### src/hdl/boot_loader_defs.svh
// constants of the node number and bit rate boot loader
// assumes a 10 MHz pclk and an 8-word setup table at the bottom of nonvolatile memory
`ifndef BOOT_LOADER_DEFS_SVH
`define BOOT_LOADER_DEFS_SVH

// ****************************************
// setup table layout
// ****************************************
`define SETUP_WORDS 8
`define IDX_MARK 3'h0
`define IDX_FLAGS 3'h1
`define IDX_NODE 3'h2
`define IDX_RATE 3'h3
`define IDX_LAST_NODE 3'h6
`define IDX_LAST_RATE 3'h7
`define IDX_LAST 3'h7
`define SETUP_MARK 16'ha5c3
`define FLAG_NODE_SEL 0
`define FLAG_RATE_SEL 1
`define STORED_BIT 15
`define NODE_SWITCHES 8'h00
`define NODE_MAX_CANOPEN 8'h7f
`define NODE_UNCONFIGURED 8'hff
`define RATE_CODE_DEFAULT 3'h4
`define SWITCH_CANOPEN 0

// ****************************************
// register offsets
// ****************************************
`define REG_STATUS 8'h00
`define REG_NODE 8'h04
`define REG_RATE 8'h08
`define REG_SERIAL_NODE 8'h0c
`define REG_RAM_BASE 8'h20
`define REG_RAM_TOP 8'h3c

// ****************************************
// timing
// ****************************************
`define SETTLE_CYCLES 3'h4

`endif

### src/hdl/boot_loader_pkg.sv
// types of the node number and bit rate boot loader
// assumes boot_loader_defs.svh for all numeric constants
package boot_loader_pkg;

   // ****************************************
   // types
   // ****************************************
   typedef enum logic [1:0] {RATE_125K, RATE_250K, RATE_500K, RATE_1M} rate_t;
   typedef enum {ST_SETTLE, ST_LOAD_REQ, ST_LOAD_WAIT, ST_EVAL, ST_DECIDE, ST_RUN} boot_state_t;

endpackage : boot_loader_pkg

### src/hdl/setup_ram.sv
// working ram copy of the setup table
// assumes one writer and one reader on pclk
`timescale 1ns/100ps
module setup_ram (
   // clock
   input wire logic pclk,
   // write port
   input wire logic wr_en,
   input wire logic [2:0] wr_addr,
   input wire logic [15:0] wr_data,
   // read port, one cycle latency
   input wire logic [2:0] rd_addr,
   output logic [15:0] rd_data
);
   logic [15:0] mem [0:7];

   always_ff @(posedge pclk) begin
      if (wr_en) begin
         mem[wr_addr] <= wr_data;
      end
   end

   always_ff @(posedge pclk) begin
      rd_data <= mem[rd_addr];
   end
endmodule : setup_ram

### src/hdl/node_id_and_bitrate_boot_loader.sv
// power-on selection of node number and can bit rate, apb register view
// assumes a nonvolatile memory port answering with nv_ack, and identity switches on pins
//
// The register offsets and the APB interface to the registers are this design's own decisions.
`timescale 1ns/100ps
`include "boot_loader_defs.svh"
module node_id_and_bitrate_boot_loader (
   // apb slave
   input wire logic pclk,
   input wire logic presetn,
   input wire logic psel,
   input wire logic penable,
   input wire logic pwrite,
   input wire logic [7:0] paddr,
   input wire logic [31:0] pwdata,
   output logic [31:0] prdata,
   output logic pready,
   output logic pslverr,
   // identity switches
   input wire logic [7:0] identity_switch_bank,
   // nonvolatile memory
   output logic nv_rd,
   output logic nv_wr,
   output logic [2:0] nv_addr,
   output logic [15:0] nv_wdata,
   input wire logic nv_ack,
   input wire logic [15:0] nv_rdata,
   // layer-setting assignments from the network master
   input wire logic lss_node_valid,
   input wire logic [7:0] lss_node,
   input wire logic lss_rate_valid,
   input wire logic [1:0] lss_rate,
   // canopen command gate
   input wire logic cmd_valid,
   input wire logic cmd_is_lss,
   output logic cmd_accept,
   output logic tx_enable,
   output logic bootup_send,
   // selected configuration
   output logic [7:0] node_number,
   output boot_loader_pkg::rate_t can_rate,
   output logic canopen_mode,
   output logic non_configured,
   output logic boot_done
);
   import boot_loader_pkg::*;

   // ****************************************
   // helpers
   // ****************************************
   function automatic logic node_ok(input logic [7:0] n, input logic canopen);
      node_ok = (n != `NODE_SWITCHES) && (!canopen || n <= `NODE_MAX_CANOPEN);
   endfunction : node_ok

   function automatic rate_t rate_decode(input logic [2:0] code);
      case (code)
         3'h0: rate_decode = RATE_125K;
         3'h1: rate_decode = RATE_250K;
         3'h3: rate_decode = RATE_1M;
         default: rate_decode = RATE_500K;
      endcase
   endfunction : rate_decode

   // ****************************************
   // switch synchroniser
   // ****************************************
   logic [7:0] sw_s1_reg, sw_s2_reg, sw_s3_reg;
   always_ff @(posedge pclk or negedge presetn) begin
      if (!presetn) begin
         sw_s1_reg <= 8'h00;
         sw_s2_reg <= 8'h00;
         sw_s3_reg <= 8'h00;
      end else begin
         sw_s1_reg <= identity_switch_bank;
         sw_s2_reg <= sw_s1_reg;
         sw_s3_reg <= sw_s2_reg;
      end
   end

   // ****************************************
   // boot sequence
   // ****************************************
   boot_state_t state_reg;
   logic [2:0] settle_reg, idx_reg, eval_idx_reg;
   logic eval_pipe_reg;
   logic [15:0] mark_reg, flags_reg, tnode_reg, trate_reg, lnode_reg, lrate_reg;
   logic ram_we;
   logic [2:0] ram_waddr, ram_raddr;
   logic [15:0] ram_rdata;
   logic run;
   logic table_valid_reg;

   assign run = (state_reg == ST_RUN);
   assign ram_we = (state_reg == ST_LOAD_WAIT) && nv_ack;
   assign ram_waddr = idx_reg;
   assign ram_raddr = run ? paddr[4:2] : eval_idx_reg;

   setup_ram u_ram (
      .pclk(pclk),
      .wr_en(ram_we),
      .wr_addr(ram_waddr),
      .wr_data(nv_rdata),
      .rd_addr(ram_raddr),
      .rd_data(ram_rdata)
   );

   always_ff @(posedge pclk or negedge presetn) begin
      if (!presetn) begin
         state_reg <= ST_SETTLE;
         settle_reg <= 3'h0;
         idx_reg <= 3'h0;
         eval_idx_reg <= 3'h0;
         eval_pipe_reg <= 1'b0;
      end else begin
         case (state_reg)
            ST_SETTLE: begin
               settle_reg <= settle_reg + 3'h1;
               if (settle_reg == `SETTLE_CYCLES) begin
                  state_reg <= ST_LOAD_REQ;
               end
            end
            ST_LOAD_REQ: state_reg <= ST_LOAD_WAIT;
            ST_LOAD_WAIT: begin
               if (nv_ack) begin
                  idx_reg <= idx_reg + 3'h1;
                  state_reg <= (idx_reg == `IDX_LAST) ? ST_EVAL : ST_LOAD_REQ;
               end
            end
            ST_EVAL: begin
               // decisions come from the ram copy, not the nonvolatile memory
               eval_pipe_reg <= 1'b1;
               eval_idx_reg <= eval_idx_reg + 3'h1;
               if (eval_pipe_reg && eval_idx_reg == 3'h0) begin
                  state_reg <= ST_DECIDE;
               end
            end
            ST_DECIDE: begin
               // wait for a stable switch reading: second and third stage agree
               if (sw_s2_reg == sw_s3_reg) begin
                  state_reg <= ST_RUN;
               end
            end
            ST_RUN: state_reg <= ST_RUN;
            default: state_reg <= ST_SETTLE;
         endcase
      end
   end

   // capture of table words one cycle after each ram read
   logic [2:0] cap_idx;
   assign cap_idx = eval_idx_reg - 3'h1;
   always_ff @(posedge pclk or negedge presetn) begin
      if (!presetn) begin
         mark_reg <= 16'h0000;
         flags_reg <= 16'h0000;
         tnode_reg <= 16'h0000;
         trate_reg <= 16'h0000;
         lnode_reg <= 16'h0000;
         lrate_reg <= 16'h0000;
      end else if (state_reg == ST_EVAL && eval_pipe_reg) begin
         case (cap_idx)
            `IDX_MARK: mark_reg <= ram_rdata;
            `IDX_FLAGS: flags_reg <= ram_rdata;
            `IDX_NODE: tnode_reg <= ram_rdata;
            `IDX_RATE: trate_reg <= ram_rdata;
            `IDX_LAST_NODE: lnode_reg <= ram_rdata;
            `IDX_LAST_RATE: lrate_reg <= ram_rdata;
            default: mark_reg <= mark_reg;
         endcase
      end
   end

   // ****************************************
   // node number and rate selection
   // ****************************************
   logic tvalid, node_from_table, rate_from_table;
   logic [7:0] sw_node, pick_node;
   rate_t pick_rate;
   logic serial_wr;
   logic [7:0] serial_node;

   assign tvalid = (mark_reg == `SETUP_MARK);
   assign node_from_table = tvalid && flags_reg[`FLAG_NODE_SEL];
   assign rate_from_table = tvalid && flags_reg[`FLAG_RATE_SEL];
   assign sw_node = {1'b0, sw_s3_reg[7:1]};

   always_comb begin
      if (node_from_table) begin
         pick_node = tnode_reg[7:0];
      end else if (lnode_reg[`STORED_BIT]) begin
         pick_node = lnode_reg[7:0];
      end else begin
         pick_node = `NODE_SWITCHES;
      end
      if (pick_node == `NODE_SWITCHES) begin
         pick_node = sw_node;
      end
      if (rate_from_table) begin
         pick_rate = rate_decode(trate_reg[2:0]);
      end else if (lrate_reg[`STORED_BIT]) begin
         pick_rate = rate_decode(lrate_reg[2:0]);
      end else begin
         pick_rate = rate_decode(`RATE_CODE_DEFAULT);
      end
   end

   logic lss_node_take, lss_rate_take, serial_take;
   assign lss_node_take = run && lss_node_valid && node_ok(lss_node, canopen_mode);
   assign lss_rate_take = run && lss_rate_valid;
   assign serial_take = serial_wr && node_ok(serial_node, canopen_mode);

   always_ff @(posedge pclk or negedge presetn) begin
      if (!presetn) begin
         node_number <= `NODE_UNCONFIGURED;
         can_rate <= RATE_500K;
         canopen_mode <= 1'b0;
         non_configured <= 1'b0;
         boot_done <= 1'b0;
         table_valid_reg <= 1'b0;
      end else if (state_reg == ST_DECIDE && sw_s2_reg == sw_s3_reg) begin
         canopen_mode <= sw_s3_reg[`SWITCH_CANOPEN];
         table_valid_reg <= tvalid;
         can_rate <= pick_rate;
         boot_done <= 1'b1;
         if (sw_s3_reg[`SWITCH_CANOPEN] && pick_node > `NODE_MAX_CANOPEN) begin
            node_number <= `NODE_UNCONFIGURED;
            non_configured <= 1'b1;
         end else begin
            node_number <= pick_node;
         end
      end else if (run) begin
         if (serial_take) begin
            node_number <= serial_node;
            non_configured <= 1'b0;
         end else if (lss_node_take) begin
            node_number <= lss_node;
            non_configured <= 1'b0;
         end
         if (lss_rate_take) begin
            can_rate <= rate_t'(lss_rate);
         end
      end
   end

   // ****************************************
   // canopen gate
   // ****************************************
   logic booted_msg_reg;
   always_ff @(posedge pclk or negedge presetn) begin
      if (!presetn) begin
         cmd_accept <= 1'b0;
         tx_enable <= 1'b0;
         bootup_send <= 1'b0;
         booted_msg_reg <= 1'b0;
      end else begin
         cmd_accept <= run && cmd_valid && (!non_configured || cmd_is_lss);
         tx_enable <= run && !non_configured;
         bootup_send <= run && !non_configured && !booted_msg_reg;
         if (run && !non_configured) begin
            booted_msg_reg <= 1'b1;
         end
      end
   end

   // ****************************************
   // persistence of assigned values
   // ****************************************
   // a value set in the nv_ack cycle of a write is written again: set wins over clear
   logic pend_node_reg, pend_rate_reg, wr_is_node_reg;
   logic tbl_node_store, tbl_rate_store;
   assign tbl_node_store = (state_reg == ST_DECIDE) && (sw_s2_reg == sw_s3_reg) && node_from_table;
   assign tbl_rate_store = (state_reg == ST_DECIDE) && (sw_s2_reg == sw_s3_reg) && rate_from_table;

   always_ff @(posedge pclk or negedge presetn) begin
      if (!presetn) begin
         pend_node_reg <= 1'b0;
         pend_rate_reg <= 1'b0;
         wr_is_node_reg <= 1'b0;
      end else begin
         if (tbl_node_store || lss_node_take || serial_take) begin
            pend_node_reg <= 1'b1;
         end else if (nv_wr && nv_ack && wr_is_node_reg) begin
            pend_node_reg <= 1'b0;
         end
         if (tbl_rate_store || lss_rate_take) begin
            pend_rate_reg <= 1'b1;
         end else if (nv_wr && nv_ack && !wr_is_node_reg) begin
            pend_rate_reg <= 1'b0;
         end
         if (run && !nv_wr) begin
            wr_is_node_reg <= pend_node_reg;
         end
      end
   end

   always_ff @(posedge pclk or negedge presetn) begin
      if (!presetn) begin
         nv_rd <= 1'b0;
         nv_wr <= 1'b0;
         nv_addr <= 3'h0;
         nv_wdata <= 16'h0000;
      end else begin
         nv_rd <= (state_reg == ST_LOAD_REQ) || (state_reg == ST_LOAD_WAIT && !nv_ack);
         if (state_reg == ST_LOAD_REQ) begin
            nv_addr <= idx_reg;
         end
         if (nv_wr) begin
            nv_wr <= !nv_ack;
         end else if (run && (pend_node_reg || pend_rate_reg)) begin
            nv_wr <= 1'b1;
            if (pend_node_reg) begin
               nv_addr <= `IDX_LAST_NODE;
               nv_wdata <= {1'b1, 7'h00, node_number};
            end else begin
               nv_addr <= `IDX_LAST_RATE;
               nv_wdata <= {1'b1, 12'h000, 1'b0, can_rate};
            end
         end
      end
   end

   // ****************************************
   // apb slave
   // ****************************************
   // two access cycles for every transfer so the ram window reads through a register
   logic apb_commit, ram_hit, map_hit;
   assign apb_commit = psel && penable && pready;
   assign ram_hit = (paddr >= `REG_RAM_BASE) && (paddr <= `REG_RAM_TOP) && (paddr[1:0] == 2'h0);
   assign map_hit = ram_hit || paddr == `REG_STATUS || paddr == `REG_NODE
                    || paddr == `REG_RATE || paddr == `REG_SERIAL_NODE;
   assign serial_wr = run && apb_commit && pwrite && (paddr == `REG_SERIAL_NODE);
   assign serial_node = pwdata[7:0];

   always_ff @(posedge pclk or negedge presetn) begin
      if (!presetn) begin
         pready <= 1'b0;
         pslverr <= 1'b0;
         prdata <= 32'h0000_0000;
      end else begin
         pready <= psel && penable && !pready;
         pslverr <= psel && penable && !pready && !map_hit;
         if (psel && penable && !pready && !pwrite) begin
            if (ram_hit) begin
               // the ram port belongs to the boot sequence until it ends
               prdata <= run ? {16'h0000, ram_rdata} : 32'h0000_0000;
            end else begin
               case (paddr)
                  `REG_STATUS: prdata <= {26'h000_0000, table_valid_reg,
                     pend_node_reg | pend_rate_reg, non_configured, canopen_mode, run, boot_done};
                  `REG_NODE: prdata <= {24'h00_0000, node_number};
                  `REG_RATE: prdata <= {30'h0000_0000, can_rate};
                  default: prdata <= 32'h0000_0000;
               endcase
            end
         end
      end
   end
endmodule : node_id_and_bitrate_boot_loader

### config.mk
export PLATFORM = sky130hd
export DESIGN_NAME = node_id_and_bitrate_boot_loader
export DESIGN_NICKNAME = d
export VERILOG_FILES = /design/src/hdl/boot_loader_pkg.sv /design/src/hdl/setup_ram.sv /design/src/hdl/node_id_and_bitrate_boot_loader.sv
export VERILOG_INCLUDE_DIRS = /design/src /design/src/hdl
export SDC_FILE = /design/constraint.sdc
export NUM_CORES = 1
export LEC_CHECK = 0
export BUFFER_PORTS_ARGS = -buffer_cell sky130_fd_sc_hd__buf_2
export CAP_MARGIN = 20
export CORE_UTILIZATION = 40
export CTS_BUF_LIST = sky130_fd_sc_hd__clkbuf_8
export DETAILED_ROUTE_END_ITERATION = 7
export GPL_TIMING_DRIVEN = 0
export MAX_ROUTING_LAYER = met4
export SYNTH_ARGS = -nofsm -noshare
export SYNTH_HDL_FRONTEND = slang
export SYNTH_SLANG_ARGS = --single-unit
### constraint.sdc
create_clock -name pclk -period 8.12 [get_ports pclk]
set_input_delay 0.406 -clock pclk [delete_from_list [all_inputs] [get_ports pclk]]
set_output_delay 0.406 -clock pclk [all_outputs]
set_load 0.01 [all_outputs]
==> flow_metrics.tcl, run 1 <==
set metrics [dict create \
    grt_max_degree 68 \
    reg2reg_to "u_ram.mem[1][10]" \
    wire_per_inst_um 18.6 \
    synth_cells 721 \
    top_register "u_ram.mem" \
    core_sq_um 27900 \
    nets 1009 \
    reg2reg_depth 5 \
    cts_max_path_buffers 3 \
    via_count 6608 \
    grt_pass1_wl_um 38000 \
    post_cts_buffers 0 \
    fin_crit_ns 2.98 \
    final.setup.tns_ns 0 \
    grt.total_usage 0.180 \
    crit_path_end_kind "register" \
    synth-seq-cells 276 \
    first_global_vias 6657 \
    final_cells 1330 \
    min_path_type "input port to register" \
    setup_viol 0 \
    place_hpwl_um 17100 \
    path_class "register to register" \
    maxSlewViolCount 0 \
    dieWidth_um 170 \
    hp-start "cmd_valid" \
    totalWireLength_um 24700 \
    yosysTopAreaCell "edfxtp_1" \
    dieArea_sq_um 29000 \
    reg2reg_slack_ns 5.14 \
    htree_levels 2 \
    period_share 0.367 \
    io_pins 155 \
    detail-route-antenna-nets 0 \
    tightest_slew_ns 0.912 \
    p_per_area_nw_per_um2 251 \
    cts_resized 0 \
    drc 0 \
    ys_types 68 \
    dp.cells 1237 \
    ys_seq_area_frac 0.660 \
    synth_edf_count 128 \
    cp.arrival_ns 3.24 \
    ys_top_cells_by_area "edfxtp_1 34%, dfrtp_1 27%, mux2_2 6.6%" \
    fin_worst_skew_ns 0.0196 \
    dieHeight_um 170 \
    drv_cap 0 \
    setup_slack_ns 5.14 \
    cts_tree "done" \
    clkSinkCount 276 \
    antenna_found_initial 1 \
    drt-initial-drc-count 419 \
    syn_avg_cell_area_sq_um 15.7 \
    synth_warnings 0 \
    portBuffers 106 \
    insertion_delay_ns 0.56 \
    overflow 0 \
    syn_area_sq_um 11300 \
    max_freq_ghz 0.336 \
    pre_cts_ws_ns 5.11 \
    vias_per_cell 4.97 \
    drive_gt1_frac 0.363 \
    finalWeightedCongestion 0.871 \
    grt_setup_unrepaired "no" \
    n_fill_cell 2459 \
    outcome "finished clean" \
    cp_max_fo 10 \
    finalHoldViolCount 0 \
    startpoint_type "register" \
    slew_headroom 0.375 \
    clk_pin_slew_ns 0.07 \
    initial_utilization 0.407 \
    ys.flop_type "edfxtp_1" \
    cts_buffers 45 \
    reg2reg_from "state_reg[0]" \
    irDropWorstVdd_mv 0.144 \
    required_ns 8.38 \
    async_flop_share 0.478 \
    core.rowCount 61 \
    finalCoreUtilization 0.490 \
    crit_end "u_ram.mem[1][10]" \
    dr.pass1.iters 8 \
    p_leak_nw 5.62 \
    cts_root_buf "clkbuf_8" \
    largest_register_ffs 128 \
    syn_to_final_growth_pct 20.5 \
    synth_top_area_frac 0.339 \
    critical_path.startpoint "state_reg[0]" \
]
-- critical path, cell delays in order (launching register included) --
cell	delay, ns
dfrtp_1	0.41
buf_4	0.18
nor4_1	0.80
nand2_1	0.36
nor3_2	0.65
buf_6	0.26
-- kinds of logic (layout without fill, tap and decap cells) --
logic type | Yosys count | in the layout | synth area share
AND/OR/NAND/NOR | 136 | 136 | 0.0674
other | 1 | 24 | 0.000331
multiplexers | 112 | 112 | 0.145
flip-flops | 276 | 276 | 0.660
AO/OA/AOI/OAI | 104 | 104 | 0.0686
XOR/XNOR | 14 | 14 | 0.0108
buffers and inverters | 68 | 276 | 0.0369
adder cells (fa/ha/maj) | 10 | 10 | 0.0110
-- layer usage --
layer,GRT usage,vias up,part of all wire
met4,0.0482,0,0.016
met1,0.236,3268,0.46
met5,-,-,0
met2,0.285,197,0.47
li1,-,3105,-
met3,0.0370,38,0.050
-- through the flow --
stage / total power, mW / instance area [sq um] / hold WS, ns
floorplan: 1.97 / 11400 / 0.110
global placement: 2.19 / 12400 / 0.335
finish: 3.42 / 13700 / 0.0862
detailed placement: 2.19 / 12600 / 0.336
CTS: 3.47 / 13700 / 0.0585
global route: 3.58 / 13700 / 0.0777
-- report_power, final --
part | leakage [nW] | internal (mW) | switching [mW]
clock | 0.558 | 0.714 | 0.548
sequential | 2.88 | 1.58 | 0.107
combinational | 2.18 | 0.231 | 0.241
total | 5.62 | 2.53 | 0.896
-- synthesized netlist by cell type (3+ instances only) --
cell / count
edfxtp_1: 128
dfrtp_1: 123
mux2_2: 66
nand2_1: 42
buf_4: 24
o21ai_0: 23
mux4_2: 21
a22o_1: 19
inv_1: 18
a21oi_1: 16
dfxtp_1: 16
nor2_1: 15
mux2i_1: 14
nor4_1: 12
mux4_1: 11
nand3_1: 11
nor3_1: 11
ha_1: 10
xor2_1: 10
clkbuf_1: 9
dfstp_2: 9
buf_6: 8
and3_1: 7
buf_2: 7
a22oi_1: 6
nand2b_1: 6
o211ai_1: 6
o21ai_1: 5
a2bb2oi_1: 4
or3_1: 4
xnor2_1: 4
a221o_1: 3
a32oi_1: 3
nand4_1: 3
nor4bb_1: 3
o31ai_1: 3
-- layout by cell type (no fill, tap or decap), drive strengths merged, types with 18 or more instances in the layout --
master  Yosys  routed
buf        39     155
edfxtp    128     128
dfrtp     123     123
mux2       66      66
clkbuf     10      65
nand2      43      43
inv        18      38
mux4       32      32
o21ai      28      28
conb        1      23
a22o       19      19
a21oi      18      18
-- cell type report --
type / instances / area, sq um / share of cell area
plain buffers: 49 / 347 / 0.0254
multi-input cells: 399 / 3550 / 0.260
clock buffers: 55 / 757 / 0.0554
clock inverters: 28 / 210 / 0.0154
diodes: 1 / 2.50 / 0.000183
repair buffers: 125 / 778 / 0.0570
well taps: 378 / 473 / 0.0346
inverters: 19 / 71.3 / 0.00522
flip-flops and latches: 276 / 7480 / 0.547
-- worst min-delay path by stage --
stage                           end  slack (ns)  depth (start not counted)
floorplan                 boot_done        0.11                          0
global placement       sw_s2_reg[1]        0.34                          0
detailed placement     sw_s2_reg[5]        0.34                          0
CTS                      cmd_accept        0.06                          3
global route        u_ram.mem[7][7]        0.08                          1
finish                   cmd_accept        0.09                          3
-- timing repair --
item / CTS / global route
hold endpoints to repair: 72 / 0
endpoints found under the setup margin: 0 / 0
hold buffers: 9 / 0
Power figures use the tool's default switching activity.
==> run 2, diff against run 1 <==
clock period = 2.7 ns   (was 8.12 ns; I/O delays follow)
==> flow_metrics.tcl, run 2 (synthesis results as in run 1) <==
set metrics [dict create \
    htree_levels 2 \
    via_count 6827 \
    grt_max_degree 99 \
    vias_per_cell 5.01 \
    drive_gt1_frac 0.348 \
    layout_common_cells "128 x edfxtp_1, 123 x dfrtp_1, 112 x buf_2, 66 x mux2_2, 50 x clkbuf_8" \
    setup_viol 0 \
    antenna_found_initial 0 \
    fin_worst_skew_ns 0.0284 \
    tightest_slew_ns 1.03 \
    syn_to_final_growth_pct 23.4 \
    irDropWorstVdd_mv 0.403 \
    overflow 0 \
    core.rowCount 61 \
    dieWidth_um 170 \
    grt_pass1_wl_um 39200 \
    clkSinkCount 276 \
    path_class "register to register" \
    min_path_type "input port to asynchronous set/reset pin" \
    cts_root_buf "clkbuf_8" \
    p_leak_nw 5.73 \
    clk_pin_slew_ns 0.06 \
    totalWireLength_um 25400 \
    insertion_delay_ns 0.57 \
    outcome "finished clean" \
    finalHoldViolCount 0 \
    setup_slack_ns 0.138 \
    finalCoreUtilization 0.502 \
    nets 1044 \
    required_ns 3.19 \
    initial_utilization 0.407 \
    cp.arrival_ns 3.05 \
    max_freq_ghz 0.390 \
    cts_max_path_buffers 3 \
    io_pins 155 \
    startpoint_type "register" \
    crit_path_end_kind "register" \
    place_hpwl_um 17000 \
    finalWeightedCongestion 0.866 \
    p_per_area_nw_per_um2 717 \
    wire_per_inst_um 18.7 \
    core_sq_um 27900 \
    cts_tree "done" \
    slew_headroom 0.296 \
    first_global_vias 6914 \
    dieHeight_um 170 \
    drc 0 \
    drt-initial-drc-count 440 \
    grt.total_usage 0.185 \
    pre_cts_ws_ns -0.175 \
    fin_crit_ns 2.56 \
    timing.hold.ws_ns 0.0329 \
    post_cts_buffers 0 \
    largest_register_ffs 128 \
    n_antenna_cell 0 \
    dieArea_sq_um 29000 \
    cp_max_fo 9 \
    dr.pass1.iters 5 \
    maxSlewViolCount 0 \
    portBuffers 106 \
    top_register "u_ram.mem" \
    layout_commonest_cell "edfxtp_1" \
    cts_buffers 45 \
    period_share 0.949 \
    detail-route-antenna-nets 0 \
    grt_setup_unrepaired "no" \
    drv_cap 0 \
]
-- run 2: layout make-up --
cell class / count / area (sq um)
inverter: 19 / 71.3
clock buffer: 50 / 688
clock inverter: 32 / 179
timing repair buffer: 160 / 1160
buffer: 49 / 347
tap: 378 / 473
fill: 2426 / 13900
sequential: 276 / 7480
multi-input combinational: 399 / 3590
-- run 2: critical path: stages, from the launching register on --
cell and delay, ns:
dfrtp_1 0.37, buf_6 0.13, nand3b_4 0.21, a2111oi_4 0.59, nand3_2 0.26, mux2i_1 0.18
dlygate4sd3_1 0.57, o211ai_1 0.16
-- run 2: repair_timing --
item                       CTS  global route
gates resized for setup      2             4
hold endpoints to repair   282             0
hold buffers                45             0
setup endpoints to repair   63            26
-- run 2: final timing paths --
check | endpoint | slack (ns) | from | depth (start not counted)
min in group pclk | node_number[6] | 0.04 | lss_node[6] | 4
worst max-delay path | node_number[7] | 0.14 | state_reg[1] | 7
worst max register to register | node_number[7] | 0.14 | state_reg[1] | 7
worst min register to register | sw_s2_reg[6] | 0.35 | sw_s1_reg[6] | 0
max in group asynchronous | node_number[6] | 1.84 | presetn | 3
worst min-delay path | nv_wdata[1] | 0.03 | presetn | 2
-- run 2: metal layers --
layer,wire length [um],vias to the layer above,track usage
met5,0,-,-
met4,675,0,0.0619
met3,1460,51,0.0302
met2,11800,223,0.293
met1,11500,3381,0.243
li1,-,3172,-
-- run 2: power by group --
group | internal [mW] | switching [mW] | leakage, nW | total [mW]
Clock | 1.81 | 1.66 | 0.520 | 3.48
Combinational | 0.731 | 0.737 | 2.33 | 1.47
Sequential | 4.77 | 0.325 | 2.88 | 5.09
Total | 7.31 | 2.72 | 5.73 | 10.0
-- run 2: through the flow --
step	TNS [ns]	instance area [sq um]	instances	power, mW
2_1_floorplan	0	11400	743	5.94
3_3_place_gp	-142.19	12400	1227	6.57
3_5_place_dp	-3.76	12600	1236	6.60
4_1_cts	0	14000	1363	10.2
5_1_grt	0	14000	1363	10.5
6_report	0	14000	1363	10.0
==> run 3, diff against run 2 <==
clock period = 2.5 ns   (was 2.7 ns; I/O delays follow)
==> flow_metrics.tcl, run 3 (synthesis results as in run 1) <==
set metrics [dict create \
    layout_commonest_cell "edfxtp_1" \
    cp_slowest_cell "dfrtp_1" \
    period_share 0.951 \
    drc 0 \
    grt.total_usage 0.185 \
    detail-route-antenna-nets 0 \
    routed-wl-met3_um 1470 \
    cts_tree "done" \
    drt-initial-drc-count 417 \
    clkSinkCount 276 \
    cts_max_path_buffers 3 \
    core_sq_um 27900 \
    fin_crit_ns 2.38 \
    crit_path_end_kind "register" \
    portBuffers 106 \
    switching_power_mw 2.95 \
    wl_met2_um 11900 \
    p_leak_nw 5.75 \
    dieHeight_um 170 \
    htree_levels 2 \
    grt_max_degree 99 \
    insertion_delay_ns 0.57 \
    n_antenna_cell 0 \
    cp.arrival_ns 2.83 \
    reg2reg_depth 7 \
    path_class "register to register" \
    max_freq_ghz 0.421 \
    finalCoreUtilization 0.505 \
    dr.pass1.iters 5 \
    core.rowCount 61 \
    cts_buffers 45 \
    reg2reg_from "state_reg[1]" \
    startpoint_type "register" \
    finalWeightedCongestion 0.866 \
    min_path_type "input port to asynchronous set/reset pin" \
    dieArea_sq_um 29000 \
    irDropWorstVdd_mv 0.435 \
    antenna_found_initial 0 \
    cts_root_buf "clkbuf_8" \
    cp.buffers_inverters 3 \
    largest_register_ffs 128 \
    top_register "u_ram.mem" \
    totalWireLength_um 25500 \
    grt_pass1_wl_um 39200 \
    setup_viol 0 \
    p_per_area_nw_per_um2 772 \
    wl_met1_um 11500 \
    drv_cap 0 \
    first_global_vias 6915 \
    io_pins 155 \
    p_seq_frac 0.506 \
    wire_per_inst_um 18.6 \
    dieWidth_um 170 \
    nets 1048 \
    slew_headroom 0.534 \
    vias_per_cell 5.00 \
    slowest_delay_ns 0.37 \
    via_count 6834 \
    initial_utilization 0.407 \
    power_frac_comb 0.148 \
    power_mw 10.9 \
    outcome "finished clean" \
    maxSlewViolCount 0 \
    reg2reg_to "u_ram.rd_data[6]" \
    clk_pin_slew_ns 0.06 \
    cpMostUsedCell "buf_6" \
    pwr-share-clk 0.346 \
    place_hpwl_um 17000 \
    overflow 0 \
    sw_frac_of_total 0.272 \
    grt_setup_unrepaired "no" \
    layout_common_cells "128 x edfxtp_1, 123 x dfrtp_1, 109 x buf_2, 66 x mux2_2, 50 x clkbuf_8" \
    reg2reg_slack_ns 0.12 \
    intPower_mw 7.91 \
    crit_family "buffers and inverters" \
    cp_max_fo 10 \
    tightest_slew_ns 0.685 \
    top_layer "met4" \
    drive_gt1_frac 0.348 \
    required_ns 2.95 \
    path_cells "buf_6 > nand3b_4 > buf_6 > a21oi_2 > clkbuf_4 > mux4_1 > mux2_2" \
    finalHoldViolCount 0 \
    syn_to_final_growth_pct 24.1 \
    fin_worst_skew_ns 0.0274 \
]
run 3: how the worst max path moves through the flow:
stage                             endpoint          from  slack, ns  depth (start not counted)
after floorplan            u_ram.mem[7][0]  state_reg[0]      -0.04                          4
after global placement     u_ram.mem[2][8]  state_reg[0]      -1.09                          4
after detailed placement   u_ram.mem[7][8]  state_reg[0]      -0.38                          5
after CTS                 u_ram.mem[3][11]  state_reg[1]       0.03                          6
after global routing        node_number[4]  sw_s3_reg[0]      0.007                          6
final                     u_ram.rd_data[6]  state_reg[1]       0.12                          7
run 3: cell type report:
| cell class | count | area, sq um |
|---|---|---|
| clock buffers | 50 | 688 |
| inverters | 19 | 71.3 |
| flip-flops and latches | 276 | 7480 |
| plain buffers | 49 | 354 |
| well taps | 378 | 473 |
| repair buffers | 164 | 1200 |
| fillers | 2424 | 13800 |
| multi-input cells | 399 | 3620 |
| clock inverters | 32 | 179 |
run 3: power groups by stage:
stage | combinational, mW | sequential [mW] | clock, mW
finish | 1.60 | 5.50 | 3.75
global route | 1.76 | 5.54 | 4.06
global placement | 1.51 | 5.58 | 0
CTS | 1.62 | 5.50 | 3.88
floorplan | 0.880 | 5.53 | 0
detailed placement | 1.53 | 5.59 | 0
run 3: worst reg2reg max path, cell delays in order (launching register included):
cell and delay, ns:
dfrtp_1 0.37, buf_6 0.13, nand3b_4 0.22, buf_6 0.21, a21oi_2 0.31, clkbuf_4 0.34
mux4_1 0.38, mux2_2 0.29
run 3: through the flow:
step	cells	area (sq um)	setup TNS, ns	worst slack, ns	hold WS (ns)
after floorplan	743	11400	-3.05	-0.0376	-0.171
after global placement	1227	12400	-193.03	-1.09	0.235
after detailed placement	1236	12600	-22.76	-0.375	0.0449
after CTS	1367	14000	0	0.0295	0.0101
after global routing	1367	14100	0	0.00691	0.0381
final	1367	14100	0	0.122	0.0240
run 3: layer usage:
layer / vias to the layer above / track usage
li1: 3181 / -
met1: 3388 / 0.242
met2: 215 / 0.292
met3: 50 / 0.0314
met4: 0 / 0.0666
met5: - / -
run 3: what timing repair did:
action	in CTS	in global routing
buffers inserted	0	0
endpoints found under the setup margin	157	78
hold buffers	49	0
hold endpoints to repair	282	0
resized for setup	8	5
